$ cat src/core/nfh_consts.svh
// constants of the nand status and column read host controller
`ifndef NFH_CONSTS_SVH
`define NFH_CONSTS_SVH

// clock and timing
`define NFH_CLK_MHZ       100
`define NFH_CYC(ns)       ((((ns) * `NFH_CLK_MHZ) + 999) / 1000)
`define NFH_T_WP_NS       25
`define NFH_T_WH_NS       15
`define NFH_T_RP_NS       25
`define NFH_T_REH_NS      15
`define NFH_T_WHR_NS      80
`define NFH_WP_CYC        (`NFH_CYC(`NFH_T_WP_NS))
`define NFH_WH_CYC        (`NFH_CYC(`NFH_T_WH_NS))
`define NFH_RP_CYC        (`NFH_CYC(`NFH_T_RP_NS))
`define NFH_REH_CYC       (`NFH_CYC(`NFH_T_REH_NS))
`define NFH_WHR_CYC       (`NFH_CYC(`NFH_T_WHR_NS))
`define NFH_SYNC_CYC      2

// flash command bytes
`define NFH_CMD_STATUS    8'h70
`define NFH_CMD_STATUS_EN 8'h78
`define NFH_CMD_READ_MODE 8'h00
`define NFH_CMD_RAND_RD   8'h05
`define NFH_CMD_RAND_RD2  8'h06
`define NFH_CMD_CONFIRM   8'hE0

// register byte offsets
`define NFH_REG_CMD       8'h00
`define NFH_REG_COL       8'h04
`define NFH_REG_ROW       8'h08
`define NFH_REG_CFG       8'h0C
`define NFH_REG_STAT      8'h10
`define NFH_REG_DATA      8'h14

// field positions
`define NFH_CFG_MULTI     0
`define NFH_CFG_OTP       1
`define NFH_ST_BUSY       0
`define NFH_ST_ERR        1
`define NFH_ST_RB         2
`define NFH_ST_DIESEL     3
`define NFH_ST_STMODE     4

// axi responses
`define NFH_RESP_OKAY     2'h0
`define NFH_RESP_DECERR   2'h3

`endif

$ cat src/core/nfh_pkg.sv
// types of the nand status and column read host controller
package nfh_pkg;

    typedef enum logic [2:0] {
        OP_STATUS    = 3'h0,
        OP_STATUS_EN = 3'h1,
        OP_READ_MODE = 3'h2,
        OP_RAND_RD   = 3'h3,
        OP_RAND_RD2  = 3'h4,
        OP_RD_STATUS = 3'h5,
        OP_RD_DATA   = 3'h6,
        OP_NONE      = 3'h7
    } nfh_op_type;

    typedef enum logic [1:0] {
        CY_CMD  = 2'h0,
        CY_ADDR = 2'h1,
        CY_READ = 2'h2
    } nfh_cyc_kind_type;

    typedef struct packed {
        nfh_cyc_kind_type kind;
        logic [7:0]       data;
    } nfh_item_type;

    typedef struct packed {
        logic       ce_n;
        logic       cle;
        logic       ale;
        logic       we_n;
        logic       re_n;
        logic [7:0] io_out;
        logic       io_oe;
    } nfh_pins_type;

    typedef enum logic [1:0] {
        CS_IDLE  = 2'h0,
        CS_SETUP = 2'h1,
        CS_PULSE = 2'h2,
        CS_HOLD  = 2'h3
    } nfh_cyc_state_type;

    typedef enum logic [2:0] {
        SS_IDLE  = 3'h0,
        SS_READY = 3'h1,
        SS_ISSUE = 3'h2,
        SS_WAIT  = 3'h3,
        SS_GAP   = 3'h4
    } nfh_seq_state_type;

endpackage

$ cat src/core/nfh_bus_cycle.sv
// one strobed command, address or read cycle on the flash pins
`timescale 1ns/1ps
`include "nfh_consts.svh"

module nfh_bus_cycle
(
    // clock and reset
    input  wire logic          aclk,
    input  wire logic          aresetn,
    // request
    input  wire logic          start,
    input  nfh_pkg::nfh_item_type item,
    input  wire logic          select,
    output logic               done,
    output logic [7:0]         rdata,
    // flash pins
    input  wire logic [7:0]    io_in,
    output nfh_pkg::nfh_pins_type pins
);
    nfh_pkg::nfh_cyc_state_type state_q;
    nfh_pkg::nfh_item_type      item_q;
    logic [7:0]                 cnt_q;
    logic [7:0]                 io_meta_q;
    logic [7:0]                 io_sync_q;
    nfh_pkg::nfh_pins_type      pins_q;
    logic [7:0]                 rdata_q;
    logic                       done_q;

    wire is_read  = item_q.kind == nfh_pkg::CY_READ;
    wire cnt_end  = cnt_q == 8'h01;
    // read pulse is stretched by the synchroniser depth before sampling
    wire [7:0] pulse_len = is_read ? 8'(`NFH_RP_CYC + `NFH_SYNC_CYC) : 8'(`NFH_WP_CYC);
    wire [7:0] hold_len  = is_read ? 8'(`NFH_REH_CYC) : 8'(`NFH_WH_CYC);

    always_ff @(posedge aclk)
    begin
        io_meta_q <= io_in;
        io_sync_q <= io_meta_q;
    end

    always_ff @(posedge aclk)
    begin
        done_q <= 1'b0;
        if (!aresetn)
        begin
            state_q <= nfh_pkg::CS_IDLE;
            item_q  <= '0;
            cnt_q   <= 8'h00;
            rdata_q <= 8'h00;
            pins_q  <= '{ce_n: 1'b1, cle: 1'b0, ale: 1'b0, we_n: 1'b1, re_n: 1'b1,
                         io_out: 8'h00, io_oe: 1'b0};
        end
        else
        begin
            pins_q.ce_n <= ~select;
            unique case (state_q)
                nfh_pkg::CS_IDLE:
                begin
                    if (start)
                    begin
                        item_q        <= item;
                        pins_q.cle    <= item.kind == nfh_pkg::CY_CMD;
                        pins_q.ale    <= item.kind == nfh_pkg::CY_ADDR;
                        pins_q.io_out <= item.data;
                        pins_q.io_oe  <= item.kind != nfh_pkg::CY_READ;
                        state_q       <= nfh_pkg::CS_SETUP;
                    end
                end
                nfh_pkg::CS_SETUP:
                begin
                    pins_q.we_n <= is_read;
                    pins_q.re_n <= ~is_read;
                    cnt_q       <= pulse_len;
                    state_q     <= nfh_pkg::CS_PULSE;
                end
                nfh_pkg::CS_PULSE:
                begin
                    cnt_q <= cnt_q - 8'h01;
                    if (cnt_end)
                    begin
                        if (is_read)
                            rdata_q <= io_sync_q;
                        pins_q.we_n <= 1'b1;
                        pins_q.re_n <= 1'b1;
                        cnt_q       <= hold_len;
                        state_q     <= nfh_pkg::CS_HOLD;
                    end
                end
                nfh_pkg::CS_HOLD:
                begin
                    cnt_q <= cnt_q - 8'h01;
                    if (cnt_end)
                    begin
                        pins_q.cle   <= 1'b0;
                        pins_q.ale   <= 1'b0;
                        pins_q.io_oe <= 1'b0;
                        done_q       <= 1'b1;
                        state_q      <= nfh_pkg::CS_IDLE;
                    end
                end
            endcase
        end
    end

    assign pins  = pins_q;
    assign rdata = rdata_q;
    assign done  = done_q;
endmodule

$ cat src/core/nfh_host.sv
// host controller for flash status reads and column-address data reads
`timescale 1ns/1ps
`include "nfh_consts.svh"

module nfh_host
(
    // clock and reset
    input  wire logic          aclk,
    input  wire logic          aresetn,
    // axi4-lite write
    input  wire logic [7:0]    s_axi_awaddr,
    input  wire logic          s_axi_awvalid,
    output logic               s_axi_awready,
    input  wire logic [31:0]   s_axi_wdata,
    input  wire logic [3:0]    s_axi_wstrb,
    input  wire logic          s_axi_wvalid,
    output logic               s_axi_wready,
    output logic [1:0]         s_axi_bresp,
    output logic               s_axi_bvalid,
    input  wire logic          s_axi_bready,
    // axi4-lite read
    input  wire logic [7:0]    s_axi_araddr,
    input  wire logic          s_axi_arvalid,
    output logic               s_axi_arready,
    output logic [31:0]        s_axi_rdata,
    output logic [1:0]         s_axi_rresp,
    output logic               s_axi_rvalid,
    input  wire logic          s_axi_rready,
    // flash pins
    input  wire logic [7:0]    io_in,
    input  wire logic          rb_n,
    output nfh_pkg::nfh_pins_type pins
);
    // register state
    logic [15:0]               col_q;
    logic [23:0]               row_q;
    logic [1:0]                cfg_q;
    logic                      err_q;
    logic                      die_sel_q;
    logic                      st_mode_q;
    logic [7:0]                data_q;
    logic                      bvalid_q;
    logic [1:0]                bresp_q;
    logic                      rvalid_q;
    logic [1:0]                rresp_q;
    logic [31:0]               rdata_q;
    // sequencer state
    nfh_pkg::nfh_seq_state_type state_q;
    nfh_pkg::nfh_op_type        op_q;
    logic [2:0]                idx_q;
    logic [7:0]                gap_q;
    logic                      rb_meta_q;
    logic                      rb_q;
    logic                      cyc_done;
    logic [7:0]                cyc_rdata;

    // bus slave decode
    wire wr_go   = s_axi_awvalid && s_axi_wvalid && !bvalid_q;
    wire rd_go   = s_axi_arvalid && !rvalid_q;
    wire wr_cmd  = wr_go && s_axi_awaddr == `NFH_REG_CMD;
    wire wr_col  = wr_go && s_axi_awaddr == `NFH_REG_COL;
    wire wr_row  = wr_go && s_axi_awaddr == `NFH_REG_ROW;
    wire wr_cfg  = wr_go && s_axi_awaddr == `NFH_REG_CFG;
    wire wr_hit  = wr_cmd || wr_col || wr_row || wr_cfg;
    wire busy    = state_q != nfh_pkg::SS_IDLE;

    wire multi   = cfg_q[`NFH_CFG_MULTI];
    wire otp     = cfg_q[`NFH_CFG_OTP];
    wire [2:0] req_code = s_axi_wdata[2:0];
    wire nfh_pkg::nfh_op_type req_op = nfh_pkg::nfh_op_type'(req_code);

    // refusal of an ordered operation that would break the bus protocol
    wire ref_70  = req_op == nfh_pkg::OP_STATUS && multi;
    wire ref_78  = req_op == nfh_pkg::OP_STATUS_EN && otp;
    wire ref_05  = req_op == nfh_pkg::OP_RAND_RD && multi && !die_sel_q;
    wire ref_06  = req_op == nfh_pkg::OP_RAND_RD2 && multi && !die_sel_q && !rb_q;
    wire ref_rs  = req_op == nfh_pkg::OP_RD_STATUS && !st_mode_q;
    wire ref_rd  = req_op == nfh_pkg::OP_RD_DATA && st_mode_q;
    wire ref_op  = req_op == nfh_pkg::OP_NONE || busy;
    wire refuse  = ref_70 || ref_78 || ref_05 || ref_06 || ref_rs || ref_rd || ref_op;
    wire launch  = wr_cmd && !refuse;

    // length of each operation in bus cycles
    wire [2:0] seq_len =
        (op_q == nfh_pkg::OP_STATUS_EN) ? 3'h4 :
        (op_q == nfh_pkg::OP_RAND_RD)   ? 3'h4 :
        (op_q == nfh_pkg::OP_RAND_RD2)  ? 3'h7 : 3'h1;
    wire last_item = idx_q == seq_len - 3'h1;
    wire ends_cmd  = op_q != nfh_pkg::OP_RD_STATUS && op_q != nfh_pkg::OP_RD_DATA;

    // byte sequence per operation
    nfh_pkg::nfh_item_type item;
    always_comb
    begin
        item = '{kind: nfh_pkg::CY_ADDR, data: 8'h00};
        unique case (op_q)
            nfh_pkg::OP_STATUS:    item = '{nfh_pkg::CY_CMD, `NFH_CMD_STATUS};
            nfh_pkg::OP_READ_MODE: item = '{nfh_pkg::CY_CMD, `NFH_CMD_READ_MODE};
            nfh_pkg::OP_STATUS_EN:
                unique case (idx_q)
                    3'h0:    item = '{nfh_pkg::CY_CMD, `NFH_CMD_STATUS_EN};
                    3'h1:    item.data = row_q[7:0];
                    3'h2:    item.data = row_q[15:8];
                    default: item.data = row_q[23:16];
                endcase
            nfh_pkg::OP_RAND_RD:
                unique case (idx_q)
                    3'h0:    item = '{nfh_pkg::CY_CMD, `NFH_CMD_RAND_RD};
                    3'h1:    item.data = col_q[7:0];
                    3'h2:    item.data = col_q[15:8];
                    default: item = '{nfh_pkg::CY_CMD, `NFH_CMD_CONFIRM};
                endcase
            nfh_pkg::OP_RAND_RD2:
                unique case (idx_q)
                    3'h0:    item = '{nfh_pkg::CY_CMD, `NFH_CMD_RAND_RD2};
                    3'h1:    item.data = col_q[7:0];
                    3'h2:    item.data = col_q[15:8];
                    3'h3:    item.data = row_q[7:0];
                    3'h4:    item.data = row_q[15:8];
                    3'h5:    item.data = row_q[23:16];
                    default: item = '{nfh_pkg::CY_CMD, `NFH_CMD_CONFIRM};
                endcase
            default:       item = '{nfh_pkg::CY_READ, 8'h00};
        endcase
    end

    wire cyc_start = state_q == nfh_pkg::SS_ISSUE;

    nfh_bus_cycle u_cycle
    (
        .aclk    (aclk),
        .aresetn (aresetn),
        .start   (cyc_start),
        .item    (item),
        .select  (busy),
        .done    (cyc_done),
        .rdata   (cyc_rdata),
        .io_in   (io_in),
        .pins    (pins)
    );

    // ready/busy pin into the clock domain
    always_ff @(posedge aclk)
    begin
        rb_meta_q <= rb_n;
        rb_q      <= rb_meta_q;
    end

    // operation sequencer
    always_ff @(posedge aclk)
    begin
        if (!aresetn)
        begin
            state_q <= nfh_pkg::SS_IDLE;
            op_q    <= nfh_pkg::OP_NONE;
            idx_q   <= 3'h0;
            gap_q   <= 8'h00;
        end
        else
        begin
            unique case (state_q)
                nfh_pkg::SS_IDLE:
                    if (launch)
                    begin
                        op_q    <= req_op;
                        idx_q   <= 3'h0;
                        state_q <= (req_op == nfh_pkg::OP_READ_MODE) ?
                                   nfh_pkg::SS_READY : nfh_pkg::SS_ISSUE;
                    end
                nfh_pkg::SS_READY:
                    if (rb_q)
                        state_q <= nfh_pkg::SS_ISSUE;
                nfh_pkg::SS_ISSUE:
                    state_q <= nfh_pkg::SS_WAIT;
                nfh_pkg::SS_WAIT:
                    if (cyc_done)
                    begin
                        idx_q <= idx_q + 3'h1;
                        if (!last_item)
                            state_q <= nfh_pkg::SS_ISSUE;
                        else if (ends_cmd)
                        begin
                            gap_q   <= 8'(`NFH_WHR_CYC);
                            state_q <= nfh_pkg::SS_GAP;
                        end
                        else
                            state_q <= nfh_pkg::SS_IDLE;
                    end
                nfh_pkg::SS_GAP:
                begin
                    gap_q <= gap_q - 8'h01;
                    if (gap_q == 8'h01)
                        state_q <= nfh_pkg::SS_IDLE;
                end
                default:
                    state_q <= nfh_pkg::SS_IDLE;
            endcase
        end
    end

    wire seq_fin = state_q == nfh_pkg::SS_WAIT && cyc_done && last_item;

    // software registers and tracked flash mode
    always_ff @(posedge aclk)
    begin
        if (!aresetn)
        begin
            col_q     <= 16'h0000;
            row_q     <= 24'h000000;
            cfg_q     <= 2'h0;
            err_q     <= 1'b0;
            die_sel_q <= 1'b0;
            st_mode_q <= 1'b0;
            data_q    <= 8'h00;
        end
        else
        begin
            if (wr_col)
                col_q <= s_axi_wdata[15:0];
            if (wr_row)
                row_q <= s_axi_wdata[23:0];
            if (wr_cfg)
                cfg_q <= s_axi_wdata[1:0];
            if (wr_cmd)
                err_q <= refuse;
            if (wr_cfg)
                die_sel_q <= 1'b0;
            else if (seq_fin && op_q == nfh_pkg::OP_STATUS_EN)
                die_sel_q <= 1'b1;
            if (seq_fin)
            begin
                if (op_q == nfh_pkg::OP_STATUS || op_q == nfh_pkg::OP_STATUS_EN)
                    st_mode_q <= 1'b1;
                else if (ends_cmd)
                    st_mode_q <= 1'b0;
                if (!ends_cmd)
                    data_q <= cyc_rdata;
            end
        end
    end

    // read data selection
    wire [31:0] stat_word = {27'h0000000, st_mode_q, die_sel_q, rb_q, err_q, busy};
    wire [31:0] rd_word =
        (s_axi_araddr == `NFH_REG_CMD)  ? {29'h00000000, op_q} :
        (s_axi_araddr == `NFH_REG_COL)  ? {16'h0000, col_q} :
        (s_axi_araddr == `NFH_REG_ROW)  ? {8'h00, row_q} :
        (s_axi_araddr == `NFH_REG_CFG)  ? {30'h00000000, cfg_q} :
        (s_axi_araddr == `NFH_REG_STAT) ? stat_word :
        (s_axi_araddr == `NFH_REG_DATA) ? {24'h000000, data_q} : 32'h00000000;
    wire rd_hit = s_axi_araddr <= `NFH_REG_DATA && s_axi_araddr[1:0] == 2'h0;

    // axi4-lite responses
    always_ff @(posedge aclk)
    begin
        if (!aresetn)
        begin
            bvalid_q <= 1'b0;
            bresp_q  <= `NFH_RESP_OKAY;
            rvalid_q <= 1'b0;
            rresp_q  <= `NFH_RESP_OKAY;
            rdata_q  <= 32'h00000000;
        end
        else
        begin
            if (wr_go)
            begin
                bvalid_q <= 1'b1;
                bresp_q  <= wr_hit ? `NFH_RESP_OKAY : `NFH_RESP_DECERR;
            end
            else if (s_axi_bready)
                bvalid_q <= 1'b0;
            if (rd_go)
            begin
                rvalid_q <= 1'b1;
                rdata_q  <= rd_word;
                rresp_q  <= rd_hit ? `NFH_RESP_OKAY : `NFH_RESP_DECERR;
            end
            else if (s_axi_rready)
                rvalid_q <= 1'b0;
        end
    end

    assign s_axi_awready = wr_go;
    assign s_axi_wready  = wr_go;
    assign s_axi_bvalid  = bvalid_q;
    assign s_axi_bresp   = bresp_q;
    assign s_axi_arready = rd_go;
    assign s_axi_rvalid  = rvalid_q;
    assign s_axi_rresp   = rresp_q;
    assign s_axi_rdata   = rdata_q;
endmodule

$ cat config.mk
export PLATFORM = sky130hd
export DESIGN_NAME = nfh_host
export DESIGN_NICKNAME = d
export VERILOG_FILES = /design/src/core/nfh_pkg.sv /design/src/core/nfh_bus_cycle.sv /design/src/core/nfh_host.sv
export VERILOG_INCLUDE_DIRS = /design/src /design/src/core
export SDC_FILE = /design/constraint.sdc
export NUM_CORES = 1
export LEC_CHECK = 0
export CAP_MARGIN = 10
export CORE_UTILIZATION = 51
export DETAILED_ROUTE_END_ITERATION = 7
export DONT_BUFFER_PORTS = 1
export PLACE_DENSITY_LB_ADDON = 0.3
export SLEW_MARGIN = 30
export SYNTH_ARGS = -nofsm -noshare
export SYNTH_HDL_FRONTEND = slang
export SYNTH_HIERARCHICAL = 1
export SYNTH_SLANG_ARGS = --single-unit
$ cat constraint.sdc
create_clock -name aclk -period 2.8 [get_ports aclk]
set_input_delay 0.42 -clock aclk [delete_from_list [all_inputs] [get_ports aclk]]
set_output_delay 0.42 -clock aclk [all_outputs]
set_load 0.02 [all_outputs]
==> qor.yml <==
global_routing:
  antenna_found_initial: 0
  grt_pass1_wl_um: 29200
  grt.total_usage: 0.262
  grt_pass1_vias: 5734
  grt_max_degree: 65
  grt-ovfl-total: 0
synth:
  syn_area_per_cell_sq_um: 8.70
  synth_seq_cells: 151
  yosys_warnings: 6
  synth_cells: 812
  synth_cell_types: 79
  ys_seq_area_frac: 0.428
  syn-cell-area_sq_mm: 0.00706
  dominantRegCellSynth: "dfxtp_1"
  async_flop_share: 0
  synth_edf_count: 0
worst_setup_path:
  reg2reg_depth: 10
  cp.depth: 10
  max_stage_delay_ns: 0.50
  crit_family: "simple AND/OR/NAND/NOR gates"
  cp-end-kind: "flip-flop"
  crit_top_cell: "a21oi_1"
  crit_start: "idx_q[0]$_SDFFE_PN0P_"
  crit_chain: "inv_1, ha_1, nor2b_1, o41ai_1, buf_4, nor3_1, a21oi_1, o32ai_1, nand2_1, a21oi_1"
  crit_end: "u_cycle/pins[2]$_SDFFE_PN0P_"
  cp.required_ns: 3.16
  rr_endpoint: "u_cycle/pins[2]$_SDFFE_PN0P_"
  r2r_setup_slack_ns: 0.41
  crit_slowest_cell: "nor3_1"
  crit_path_start_kind: "flip-flop"
  crit_arrival_ns: 2.75
  worstPathMaxFanout: 7
  cp_num_buf_inv: 2
  r2r_start: "idx_q[0]$_SDFFE_PN0P_"
  critPathKind: "reg -> reg"
timing:
  tightest_slew_ns: 0.889
  slew_violations: 0
  rsz0062_at_grt: "no"
  relSlewSlack: 0.406
  fmax_mhz: 418
  finalCritPeriodShare: 0.854
  timing.setup.tns_ns: 0
  final-setup-viol-count: 0
  finalCriticalPeriod_ns: 2.39
  final_hold_viol_count: 0
  fin_hold_ws_ns: 0.0670
  clock_skew_ns: 0.00654
cts:
  cts.path.max_buffers: 2
  cts_tree: "yes"
  cts_num_sinks: 151
  clk_latency_ns: 0.43
  post_cts_resized: 0
  clk_pin_slew_ns: 0.07
  clockRootBuffer: "clkbuf_16"
  post-cts-setup-buffers: 0
  numCtsBuffers: 17
  cts_max_level: 4
power_and_ir_drop:
  ir_worst_vdd_v: 0.000517
  powerDensity_mw_per_mm2: 635
  p_total_uw: 4900
  leakage_uw: 0.00275
die:
  coreArea_sq_mm: 0.0133
  die_y_um: 120
  die_area_sq_mm: 0.0143
  fp.dieW_um: 120
  initial_core_util: 0.529
  io_pins: 123
  rows: 42
drt:
  drt-total-wl_um: 18200
  drcViolationCount: 0
  detail_route.first_pass.iterations: 6
  ant_nets: 0
  avgViaCountPerCell: 6.02
  wire_per_inst_um: 18.4
  drt-initial-drc-count: 537
  vias: 5951
final_layout:
  utilization: 0.578
  n_antenna_cell: 0
  nFillCells: 1207
  syn_to_final_growth_pct: 9.30
  drive_above_1_share: 0.106
  final_net_count: 882
  stdcell_count: 988
placed_design:
  dp.cells: 947
  gp_congestion: 0.906
  dpl.hpwl_um: 13000
  portBuffers: 0
outcome:
  status: "complete, no violations"
flow_run:
  drv_cap: 0
min_path:
  hp-class: "in -> reg"
sequential cells by signal (all words and copies together) (netlist names), 2 cells and up:
signal,count
u_cycle/rdata,8
u_cycle/pins,14
u_cycle/item_q,2
row_q,24
u_cycle/state_q,2
s_axi_rdata,24
u_cycle/io_meta_q,8
cfg_q,2
data_q,8
idx_q,3
op_q,3
col_q,16
u_cycle/cnt_q,8
u_cycle/io_sync_q,8
state_q,3
gap_q,8
timing repair:
item,4_1_cts,5_1_grt
setup endpoints to repair,0,0
hold buffers,9,0
endpoints found under the hold margin,9,0
layout make-up:
type / instances / area (sq um) / share of cell area
clock buffer: 17 / 425 / 0.0551
clock inverter: 15 / 145 / 0.0188
inverter: 20 / 75.1 / 0.00973
multi-input combinational: 581 / 3600 / 0.466
sequential: 151 / 3020 / 0.392
tap: 176 / 220 / 0.0285
timing repair buffer: 28 / 233 / 0.0302
metal layers:
layer	global-route usage	part of all wire	vias up
met5	0	0	-
met4	0.131	0.031	0
met3	0.0680	0.070	39
met2	0.438	0.48	229
met1	0.310	0.41	2830
li1	-	-	2853
cells in the mapped netlist, types with 14 or more instances:
cell,count,area (sq um)
a21oi_1,60,300
inv_1,19,71.3
nand2_1,119,447
mux2i_1,26,260
dfxtp_1,151,3020
o21ai_0,38,190
buf_4,14,105
a22oi_1,23,173
ha_1,15,188
a22o_1,14,123
nor2_1,80,300
clkbuf_1,37,139
nand3_1,27,135
stage by stage:
stage               setup WS (ns)  instance area (sq um)
floorplan                   0.375                   7090
global placement            0.492                   7060
detailed placement          0.424                   7060
CTS                         0.424                   7720
global route                0.156                   7720
finish                      0.407                   7720
cell families after synthesis:
kind of cell             synth area share
other                            0.000531
multiplexers                       0.0528
buffers and inverters              0.0663
AO/OA/AOI/OAI                       0.199
flip-flops                          0.428
AND/OR/NAND/NOR                     0.212
adder cells (fa/ha/maj)            0.0266
XOR/XNOR                           0.0149
power breakdown:
group	internal (uW)	total (uW)	switching, uW
clock network	1240	2210	966
logic	159	400	241
registers	2210	2290	79.1
total	3610	4900	1290
layout by cell type (no fill, tap or decap), drive strengths merged, types with 9 or more instances in the layout:
cell type and n:
a21oi 61, a22o 14, a22oi 23, buf 19
clkbuf 17, dfxtp 151, dlygate4sd3 9, ha 15
inv 25, mux2i 26, nand2 119, nand2b 11
nand3 27, nor2 80, nor2b 11, nor3b 9
o21ai 48
worst min path at each step:
| stage | startpoint | end | slack, ns | cells after the start |
|---|---|---|---|---|
| after floorplan | rb_meta_q$_DFF_P_ | rb_q$_DFF_P_ | 0.31 | 0 |
| after CTS | aresetn | op_q[2]$_SDFFE_PN1P_ | 0.04 | 1 |
| final | aresetn | op_q[2]$_SDFFE_PN1P_ | 0.07 | 1 |
| after detailed placement | u_cycle/io_meta_q[5]$_DFF_P_ | u_cycle/io_sync_q[5]$_DFF_P_ | 0.31 | 0 |
| after global routing | aresetn | op_q[2]$_SDFFE_PN1P_ | 0.04 | 1 |
| after global placement | u_cycle/io_meta_q[2]$_DFF_P_ | u_cycle/io_sync_q[2]$_DFF_P_ | 0.31 | 0 |
(Power assumes the default switching activity.)
